<file path="src/rtl/smac_pkg.sv">
// Package with encodings, field positions and constants of the multiply-accumulate unit.
package smac_pkg;
  localparam logic [6:0] SMAC_OPCODE      = 7'h7B;
  localparam logic [2:0] SMAC_FUNCT3      = 3'h0;
  localparam logic [6:0] SMAC_F7_DUAL_TT  = 7'h6E;
  localparam logic [6:0] SMAC_F7_SAT_LL   = 7'h6F;
  localparam logic [6:0] SMAC_F7_SAT_LH   = 7'h70;
  localparam logic [6:0] SMAC_F7_SAT_HH   = 7'h71;
  localparam int         SMAC_OPC_LSB     = 0;
  localparam int         SMAC_RD_LSB      = 7;
  localparam int         SMAC_F3_LSB      = 12;
  localparam int         SMAC_RS1_LSB     = 15;
  localparam int         SMAC_RS2_LSB     = 20;
  localparam int         SMAC_F7_LSB      = 25;
  localparam logic [63:0] SMAC_SAT_MAX    = 64'h7FFF_FFFF_FFFF_FFFF;
  localparam logic [63:0] SMAC_SAT_MIN    = 64'h8000_0000_0000_0000;
  localparam logic       SMAC_OV_RESET    = 1'b0;

  typedef enum logic [3:0] {
    SMAC_OP_DUAL_TT = 4'h1,
    SMAC_OP_SAT_LL  = 4'h2,
    SMAC_OP_SAT_LH  = 4'h4,
    SMAC_OP_SAT_HH  = 4'h8
  } smac_op_t;
endpackage

</file>
<file path="src/rtl/smac_decode.sv">
// Instruction decoder for the multiply-accumulate unit.
`timescale 1ns/1ps
`default_nettype none
module smac_decode
  import smac_pkg::*;
(
  // Instruction
  input  wire logic [31:0] instr,
  // Decode results
  output logic             hit,
  output var smac_op_t     op,
  output logic [4:0]       rd_idx,
  output logic [4:0]       rs1_idx,
  output logic [4:0]       rs2_idx
);
  wire logic [6:0] opc_w = instr[SMAC_OPC_LSB +: 7];
  wire logic [2:0] f3_w  = instr[SMAC_F3_LSB +: 3];
  wire logic [6:0] f7_w  = instr[SMAC_F7_LSB +: 7];
  wire logic       space_w = (opc_w == SMAC_OPCODE) && (f3_w == SMAC_FUNCT3);

  assign rd_idx  = instr[SMAC_RD_LSB +: 5];
  assign rs1_idx = instr[SMAC_RS1_LSB +: 5];
  assign rs2_idx = instr[SMAC_RS2_LSB +: 5];
  assign hit = space_w && ((f7_w == SMAC_F7_DUAL_TT) || (f7_w == SMAC_F7_SAT_LL) ||
                           (f7_w == SMAC_F7_SAT_LH) || (f7_w == SMAC_F7_SAT_HH));

  always_comb begin
    unique case (f7_w)
      SMAC_F7_SAT_LL: op = SMAC_OP_SAT_LL;
      SMAC_F7_SAT_LH: op = SMAC_OP_SAT_LH;
      SMAC_F7_SAT_HH: op = SMAC_OP_SAT_HH;
      default:        op = SMAC_OP_DUAL_TT;
    endcase
  end
endmodule // smac_decode
`default_nettype wire

</file>
<file path="src/rtl/smac_unit.sv">
// Packed multiply-accumulate execution unit with a one-cycle registered result.
`timescale 1ns/1ps
`default_nettype none
module smac_unit
  import smac_pkg::*;
#(
  parameter int XLEN = 32
) (
  // Clock and reset
  input  wire logic        clk,
  input  wire logic        rst_b,
  // Issue from the pipeline
  input  wire logic        issue_valid,
  input  wire logic [31:0] instr,
  input  wire logic [63:0] rs1_val,
  input  wire logic [63:0] rs2_val,
  input  wire logic [63:0] acc_val,
  // Decode answer towards register read
  output logic             insn_hit,
  output logic [4:0]       rs1_idx,
  output logic [4:0]       rs2_idx,
  output logic [4:0]       acc_lo_idx,
  output logic [4:0]       acc_hi_idx,
  // Writeback
  output logic             wb_valid,
  output logic [4:0]       wb_lo_idx,
  output logic [4:0]       wb_hi_idx,
  output logic             wb_pair,
  output logic [63:0]      wb_data,
  // Status
  output logic             ov_set_pulse,
  output logic             overflow_sticky_flag,
  input  wire logic        ov_clear
);
  // Only a 32-bit base with register pairs or a 64-bit base is served.
  if (XLEN != 32 && XLEN != 64) begin : g_bad_xlen
    $error("XLEN must be 32 or 64");
  end

  smac_op_t   op_w;
  logic [4:0] rd_w;

  smac_decode u_dec (
    .instr   (instr),
    .hit     (insn_hit),
    .op      (op_w),
    .rd_idx  (rd_w),
    .rs1_idx (rs1_idx),
    .rs2_idx (rs2_idx)
  );

  // On RV32 the accumulator pair is the even register and the next odd one.
  wire logic        pair_w = (XLEN == 32);
  assign acc_lo_idx = pair_w ? {rd_w[4:1], 1'b0} : rd_w;
  assign acc_hi_idx = pair_w ? {rd_w[4:1], 1'b1} : rd_w;

  // Dual top-half products, each sign-extended to 64 bits.
  wire logic signed [31:0] tt0_w = $signed(rs1_val[31:16]) * $signed(rs2_val[31:16]);
  wire logic signed [31:0] tt1_w = $signed(rs1_val[63:48]) * $signed(rs2_val[63:48]);
  wire logic [63:0] dual_sum_w = acc_val + {{32{tt0_w[31]}}, tt0_w}
                                         + {{32{tt1_w[31]}}, tt1_w};

  // Word selection for the saturating modes.
  wire logic [31:0] a_w = (op_w == SMAC_OP_SAT_HH) ? rs1_val[63:32] : rs1_val[31:0];
  wire logic [31:0] b_w = (op_w == SMAC_OP_SAT_LL) ? rs2_val[31:0] : rs2_val[63:32];
  wire logic signed [63:0] prod_w = $signed(a_w) * $signed(b_w);
  wire logic signed [64:0] wide_w = $signed({acc_val[63], acc_val})
                                  + $signed({prod_w[63], prod_w});
  wire logic pos_ovf_w = (wide_w[64:63] == 2'b01);
  wire logic neg_ovf_w = (wide_w[64:63] == 2'b10);
  wire logic [63:0] sat_sum_w = pos_ovf_w ? SMAC_SAT_MAX :
                                neg_ovf_w ? SMAC_SAT_MIN : wide_w[63:0];
  wire logic is_sat_w = (op_w != SMAC_OP_DUAL_TT);
  wire logic fire_w   = issue_valid && insn_hit;
  wire logic clamp_w  = fire_w && is_sat_w && (pos_ovf_w || neg_ovf_w);

  logic        wb_valid_q;
  logic [4:0]  wb_lo_q;
  logic [4:0]  wb_hi_q;
  logic [63:0] wb_data_q;
  logic        ov_pulse_q;
  logic        ov_q;
  wire logic   ov_d = clamp_w ? 1'b1 : (ov_clear ? 1'b0 : ov_q);

  always_ff @(posedge clk) begin
    if (!rst_b) begin
      wb_valid_q <= 1'b0;
      wb_lo_q    <= 5'h00;
      wb_hi_q    <= 5'h00;
      wb_data_q  <= 64'h0;
      ov_pulse_q <= 1'b0;
      ov_q       <= SMAC_OV_RESET;
    end else begin
      wb_valid_q <= fire_w;
      wb_lo_q    <= acc_lo_idx;
      wb_hi_q    <= acc_hi_idx;
      wb_data_q  <= is_sat_w ? sat_sum_w : dual_sum_w;
      ov_pulse_q <= clamp_w;
      ov_q       <= ov_d;
    end
  end

  assign wb_valid             = wb_valid_q;
  assign wb_lo_idx            = wb_lo_q;
  assign wb_hi_idx            = wb_hi_q;
  assign wb_pair              = pair_w;
  assign wb_data              = wb_data_q;
  assign ov_set_pulse         = ov_pulse_q;
  assign overflow_sticky_flag = ov_q;
endmodule // smac_unit
`default_nettype wire

</file>
<file path="config.mk">
export PLATFORM = sky130hd
export DESIGN_NAME = smac_unit
export DESIGN_NICKNAME = d
export VERILOG_FILES = /design/src/rtl/smac_pkg.sv /design/src/rtl/smac_decode.sv /design/src/rtl/smac_unit.sv
export SDC_FILE = /design/constraint.sdc
export NUM_CORES = 2
export LEC_CHECK = 0
export BUFFER_PORTS_ARGS = -buffer_cell sky130_fd_sc_hd__buf_2
export CAP_MARGIN = 20
export CORE_ASPECT_RATIO = 0.9
export CORE_UTILIZATION = 39
export DETAILED_ROUTE_END_ITERATION = 10
export MAX_ROUTING_LAYER = met4
export PLACE_DENSITY = 0.54
export SETUP_SLACK_MARGIN = 0.05
export SLEW_MARGIN = 40
export SYNTH_ARGS = -nofsm -noshare
export SYNTH_HDL_FRONTEND = slang
export SYNTH_SLANG_ARGS = --single-unit
</file>
<file path="constraint.sdc">
create_clock -name clk -period 16.3 [get_ports clk]
set_clock_uncertainty 0.15 [all_clocks]
set_input_delay 2.445 -clock clk [delete_from_list [all_inputs] [get_ports clk]]
set_output_delay 2.445 -clock clk [all_outputs]
set_load 0.1 [all_outputs]
</file>
== Word-level counts from Yosys, hierarchy flattened ==
Cells that the tools add are included.

* Output and inout bits: 99
* Register bits after elaboration: 73
* Logic and storage cells: 43

* Multipliers: 3
* Equal/unequal tests: 10
* Muxes and demuxes: 9
* $add $sub $neg: 3
* Reductions and logical operators: 11

{| class="wikitable"
|+ Operator list
! operator !! count
|-
| 2-to-1 mux 64 bit || 3
|-
| adder 64 bit || 2
|-
| adder 64 x 64 -> 65 bit || 1
|-
| multiplier 16 x 16 -> 32 bit || 2
|-
| multiplier 32 x 32 -> 64 bit || 1
|-
| 2-to-1 mux 32 bit || 2
|-
| equality test 7 bit, second input constant || 5
|-
| case mux 4 bit (3 select lines) || 1
|-
| logical AND 1 bit || 5
|-
| equality test 4 x 2 -> 1 bit, second input constant || 1
|-
| equality test 4 bit, second input constant || 1
|-
| logical OR 1 bit || 4
|-
| inequality test 4 x 1 -> 1 bit, second input constant || 1
|-
| logical NOT 3 bit || 1
|-
| 2-to-1 mux 1 bit || 3
|-
| equality test 2 x 1 -> 1 bit, second input constant || 1
|-
| equality test 2 bit, second input constant || 1
|-
| nonzero test 2 bit || 1
|}

== Depth between registers and ports, before layout ==
* Depth in word-level cells: 10
* Gate-level depth with buffers: 44
* Depth with buffers taken out: 41

== Modules after synthesis ==
A second synthesis with hierarchy kept.

* Cells, all modules: 7,626
* Area total of the unflattened synthesis: 68,050.3 sq um

{| class="wikitable"
|+ By module, submodules not included
! module !! area an instance (sq um) !! instances !! cells each !! seq. area each (sq um)
|-
| smac_unit || 67,828.8 || 1 || 7,597 || 1,441.4
|-
| smac_decode || 221.5 || 1 || 29 || 0.0
|}

== Worst setup path after synthesis ==
OpenSTA, ideal clock, no wires.

* Path type: in2reg
* Start point: in rs1_val[63]
* End point: reg wb_data_q[56] (netlist: wb_data[56])
* Arrival time: 14,091 ps
* Required time: 16,034 ps
* Path slack: 1,942 ps
* Setup time: 116 ps
* Stages: 34
* Path through: clkbuf_1 > clkbuf_1 > nand2_1 > inv_1 > fa_1 > fa_1 > inv_1 > fa_1 > fa_1 > fa_1 > fa_1 > inv_1 > ha_1 > and3_1 > a221o_1 > nand2_1 > nand3_1 > a31oi_1 > o21bai_1 > xnor2_1 > fa_1 > inv_1 > ha_1 > and3_1 > nand4_1 > nor2_1 > a2111oi_0 > nand3_1 > a31oi_1 > a31oi_1 > a31oi_1 > o211ai_1 > xor2_1 > o211a_1

* Longest elaborated chain between the ends: 7
* Elaborated cells between the ends (all ways): 10
* Classes of those cells: 2 x add/sub; 2 x mul; 2 x eq/ne; 4 x mux

{| class="wikitable"
|+ Ends and longest elaborated chain
! what !! RTL line !! source
|-
| from (decl) || smac_unit.sv:15 || <nowiki>input wire logic [63:0] rs1_val,</nowiki>
|-
| 2-to-1 mux 32 bit || smac_unit.sv:64 || <nowiki>wire logic [31:0] a_w = (op_w == SMAC_OP_SAT_HH) ? rs1_val[63:32] : rs1_val[31:0];</nowiki>
|-
| multiplier 32 x 32 -> 64 bit || smac_unit.sv:66 || <nowiki>wire logic signed [63:0] prod_w = $signed(a_w) * $signed(b_w);</nowiki>
|-
| adder 64 x 64 -> 65 bit || smac_unit.sv:68 || <nowiki>+ $signed({prod_w[63], prod_w});</nowiki>
|-
| equality test 2 bit || smac_unit.sv:70 || <nowiki>wire logic neg_ovf_w = (wide_w[64:63] == 2'b10);</nowiki>
|-
| 2-to-1 mux 64 bit || smac_unit.sv:72 || <nowiki>neg_ovf_w ? SMAC_SAT_MIN : wide_w[63:0];</nowiki>
|-
| 2-to-1 mux 64 bit || smac_unit.sv:71 || <nowiki>wire logic [63:0] sat_sum_w = pos_ovf_w ? SMAC_SAT_MAX :</nowiki>
|-
| 2-to-1 mux 64 bit (*) || smac_unit.sv:97 || <nowiki>wb_data_q <= is_sat_w ? sat_sum_w : dual_sum_w;</nowiki>
|-
| to (signal assigned) || smac_unit.sv:97 ||
|-
| to (decl) || smac_unit.sv:80 || <nowiki>logic [63:0] wb_data_q;</nowiki>
|}

Mark *: on every way between the ends. The rest lies on a longest branch, timed or not.
A chain may end at the register's enable or synchronous reset.

== Worst setup path in the final report ==
* Start point: in instr[29]
* End point: reg wb_data_q[55] (netlist: wb_data[55])

* Longest elaborated chain between the ends: 10
* Elaborated cells between the ends (all ways): 16
* Classes of those cells: 1 x add/sub; 1 x mul; 8 x eq/ne; 6 x mux

{| class="wikitable"
|+ Ends and longest elaborated chain
! what !! RTL line !! source
|-
| from (decl) || smac_unit.sv:14 || <nowiki>input wire logic [31:0] instr,</nowiki>
|-
| equality test 7 bit || smac_decode.sv:28 || <nowiki>unique case (f7_w)</nowiki>
|-
| case mux 4 bit (3 select lines) (*) || smac_decode.sv:28 ||
|-
| equality test 4 bit or equality test 4 x 2 -> 1 bit (tied branches) || smac_unit.sv:64, smac_unit.sv:65 ||
|-
| 2-to-1 mux 32 bit, on equally long branches || smac_unit.sv:64, smac_unit.sv:65 ||
|-
| multiplier 32 x 32 -> 64 bit || smac_unit.sv:66 ||
|-
| adder 64 x 64 -> 65 bit || smac_unit.sv:68 ||
|-
| equality test 2 bit || smac_unit.sv:70 ||
|-
| 2-to-1 mux 64 bit || smac_unit.sv:72 ||
|-
| 2-to-1 mux 64 bit || smac_unit.sv:71 ||
|-
| 2-to-1 mux 64 bit (*) || smac_unit.sv:97 ||
|}

Marked as above.

==> key figures <==
Clock tree
  • CTS root buffer: clkbuf_16
  • H-tree depth: 3
  • Post-CTS resize count: 0
  • CTS Buf Count: 9
  • CTS Hold Bufs: 0
  • Clk_lat worst skew: about 0.44 ns
  • Worst-path clk slew: roughly 0.1 ns
  • Setup Buffers After CTS: 0
  • CTS tree: done
  • CTS sink cnt: roughly 70
  • Bufs on Longest Clock Path: 2

Setup path
  • Crit path max-delay cell type: mux2_2
  • RR Endpoint: overflow_sticky_flag
  • Crit path top cell by count: fa_1
  • Crit start category: primary input
  • Critical Path Max Stage Delay: approximately 0.79 ns
  • R2r setup slk: 15.54 ns
  • Worst Path Arrival: roughly 15 ns
  • Worst path required time: between 15 and 20 ns
  • Setup CP Type: primary input to flip-flop
  • Worst Setup End Kind: flip-flop
  • Crit Path Max Fanout: 30
  • Reg2Reg Depth: 1
  • Reg2reg start: overflow_sticky_flag

Outcome
  • Status: finished, final reports clean

Floorplan
  • Ports: approximately 330
  • Initial Util: between 30% and 40%
  • Die W: between 400 and 500 um
  • Floorplan row count: approximately 140
  • Core ar.: 171,000 um^2
  • Chip height: just under 400 um
  • Die area: 174,000 um^2

Logic synthesis
  • Largest area contributor in the netlist: fa_1
  • Number of flops mapped to enable cells by yosys: 0
  • Synth Warn #: 0
  • Post-synth ARST share: 0%
  • Number of distinct library cells after synthesis: 73
  • Seq cells post-synth: 72
  • Post-synthesis cell count: 7,489
  • Synth top area share: ~54%
  • Top cells by count, synth: inv_1, fa_1, nand2_1, nor2_1, ha_1
  • Area contributors post-synth: fa_1, inv_1, ha_1
  • Synthesized area: a little under 70,000 um^2
  • Synthesized area per cell: 8.98 um^2
  • Main synth FF type: dfxtp_1
  • Count leader, synth: inv_1
  • Sequential-to-total area share from yosys stat: under 10%

Cells and area
  • Share of layout cells above drive strength 1: 7.34%
  • Area of the multi-input gates: roughly 58,000 um^2
  • Fin nets: approximately 10,000
  • Area Overhead vs Synth: 6.79%
  • Fin area: a little over 70,000 um^2
  • Finished Layout Cells: 9,871
  • Register area: between 1000 and 1500 um^2
  • Layout fillers: about 17,000

Detailed routing
  • DR pass1 iterations: 6
  • Post-Route WL: 229,000 um
  • DR WL/cell: approximately 23 um
  • Via count: between 50,000 and 60,000
  • Antenna-violating nets left: 0
  • Vias/cell: 5.17
  • DRC Markers: 0
  • 1st-iter DRT viols: roughly 3,600

Place
  • Cell Area, Placed: between 70,000 and 80,000 um^2
  • RD Place Congestion: 0.953
  • Port Buffer Count: roughly 300
  • Placed insts: between 9,000 and 10,000
  • DP HPWL: a little under 200,000 um

STA
  • Setup tns final: 0 ns
  • Fin crit share: 89.6%
  • RSZ-0062 raised after global routing: no
  • Post-layout min period: around 15 ns
  • Max_slew headroom: ~37%
  • # setup viols final: 0
  • Final Hold Fails: 0
  • Final Max Slew Viols: 0
  • Peak Freq: 68.5 MHz
  • Worst-margin pin slew: around 0.93 ns

Min path
  • WHS Path Cells: 1
  • Worst Hold Launch: overflow_sticky_flag
  • Hold Path Class: flip-flop to flip-flop
  • Hold Path End: overflow_sticky_flag

Global routing
  • Antenna violations before repair: 18
  • Largest net degree at the start of global routing: 46
  • Total GRT Usage: 27.9%
  • GRT Residual Overflow: 0
  • First-pass GRT wire length: 347,000 um
  • Vias in the first global route: roughly 55,000

Flow run
  • Maxcap violations: 0
## final cells by class
type,count,share of cell area (%)
multi-input combinational,5147,80.1
inverter,1955,10.2
tap,2263,3.94
timing repair buffer,413,3.29
sequential,72,2.01
clock buffer,9,0.313
clock inverter,7,0.150
antenna,5,0.0174
## through the flow
stage | util (%) | hold slack (ns) | setup WS [ns]
4_1_cts | 42.0 | 0.351 | 1.86
3_3_place_gp | 41.7 | 0.315 | 1.64
3_5_place_dp | 41.8 | 0.326 | 1.41
6_report | 42.0 | 0.349 | 1.70
5_1_grt | 42.0 | 0.371 | 1.22
2_1_floorplan | - | 0.867 | 1.94
## cells in the final DEF, fill, tap and decap left out, types with 72 or more instances in the layout
cell,instances
inv_1,1953
fa_1,1810
nand2_1,981
nor2_1,532
ha_1,444
buf_2,301
and2_1,230
a21oi_1,181
o21ai_0,134
xnor2_1,132
buf_4,110
a21o_1,91
dfxtp_1,72
## routing by layer
metal | vias to the layer above | share of wire, % | wire, um | GRT usage (%)
met4 | 0 | 5.5 | 12500 | 12.5
li1 | 22000 | - | - | -
met5 | - | 0 | 0 | -
met2 | 1711 | 49 | 113000 | 46.2
met3 | 394 | 5.4 | 12400 | 2.39
met1 | 26900 | 40 | 90900 | 34.8
## worst max-delay path by stage
stage,start,endpoint,slack [ns],cells after the start
5_1_grt,instr[29],wb_data[21],1.22,39
4_1_cts,instr[29],wb_data[55],1.86,37
6_report,instr[29],wb_data[55],1.70,37
2_1_floorplan,rs1_val[63],wb_data[56],1.94,34
3_5_place_dp,instr[29],wb_data[55],1.41,37
3_3_place_gp,instr[29],wb_data[55],1.64,37
## state kept, by name (all words and copies together), names as in the netlist
register and flops:
wb_data 64, wb_hi_idx 5, ov_set_pulse 1, overflow_sticky_flag 1, wb_valid 1
## worst max-delay path: cells and delay by family
family | cells | cell delay (ns)
AOI/OAI and AO/OA | 12 | 3.55
xor gates and xnor gates | 1 | 0.13
adders and majority gates | 10 | 4.74
buffers and inverters | 8 | 1.60
muxes | 1 | 0.79
and+or+nand+nor | 5 | 1.38
## cell families (layout without fill, tap and decap cells)
group / count (synthesis) / after routing / synth area share [%]
and+or+nand+nor: 1949 / 1949 / 12.4
muxes: 119 / 119 / 1.89
buffers and inverters: 2272 / 2384 / 12.8
DFF: 72 / 72 / 2.14
other: 2 / 9 / 0.0112
AOI/OAI and AO/OA: 616 / 616 / 5.93
xor gates and xnor gates: 202 / 202 / 2.63
adders and majority gates: 2257 / 2257 / 62.2
Power is not shown: default switching activity piles up to over one toggle a cycle in this logic, so the estimate is an artifact.
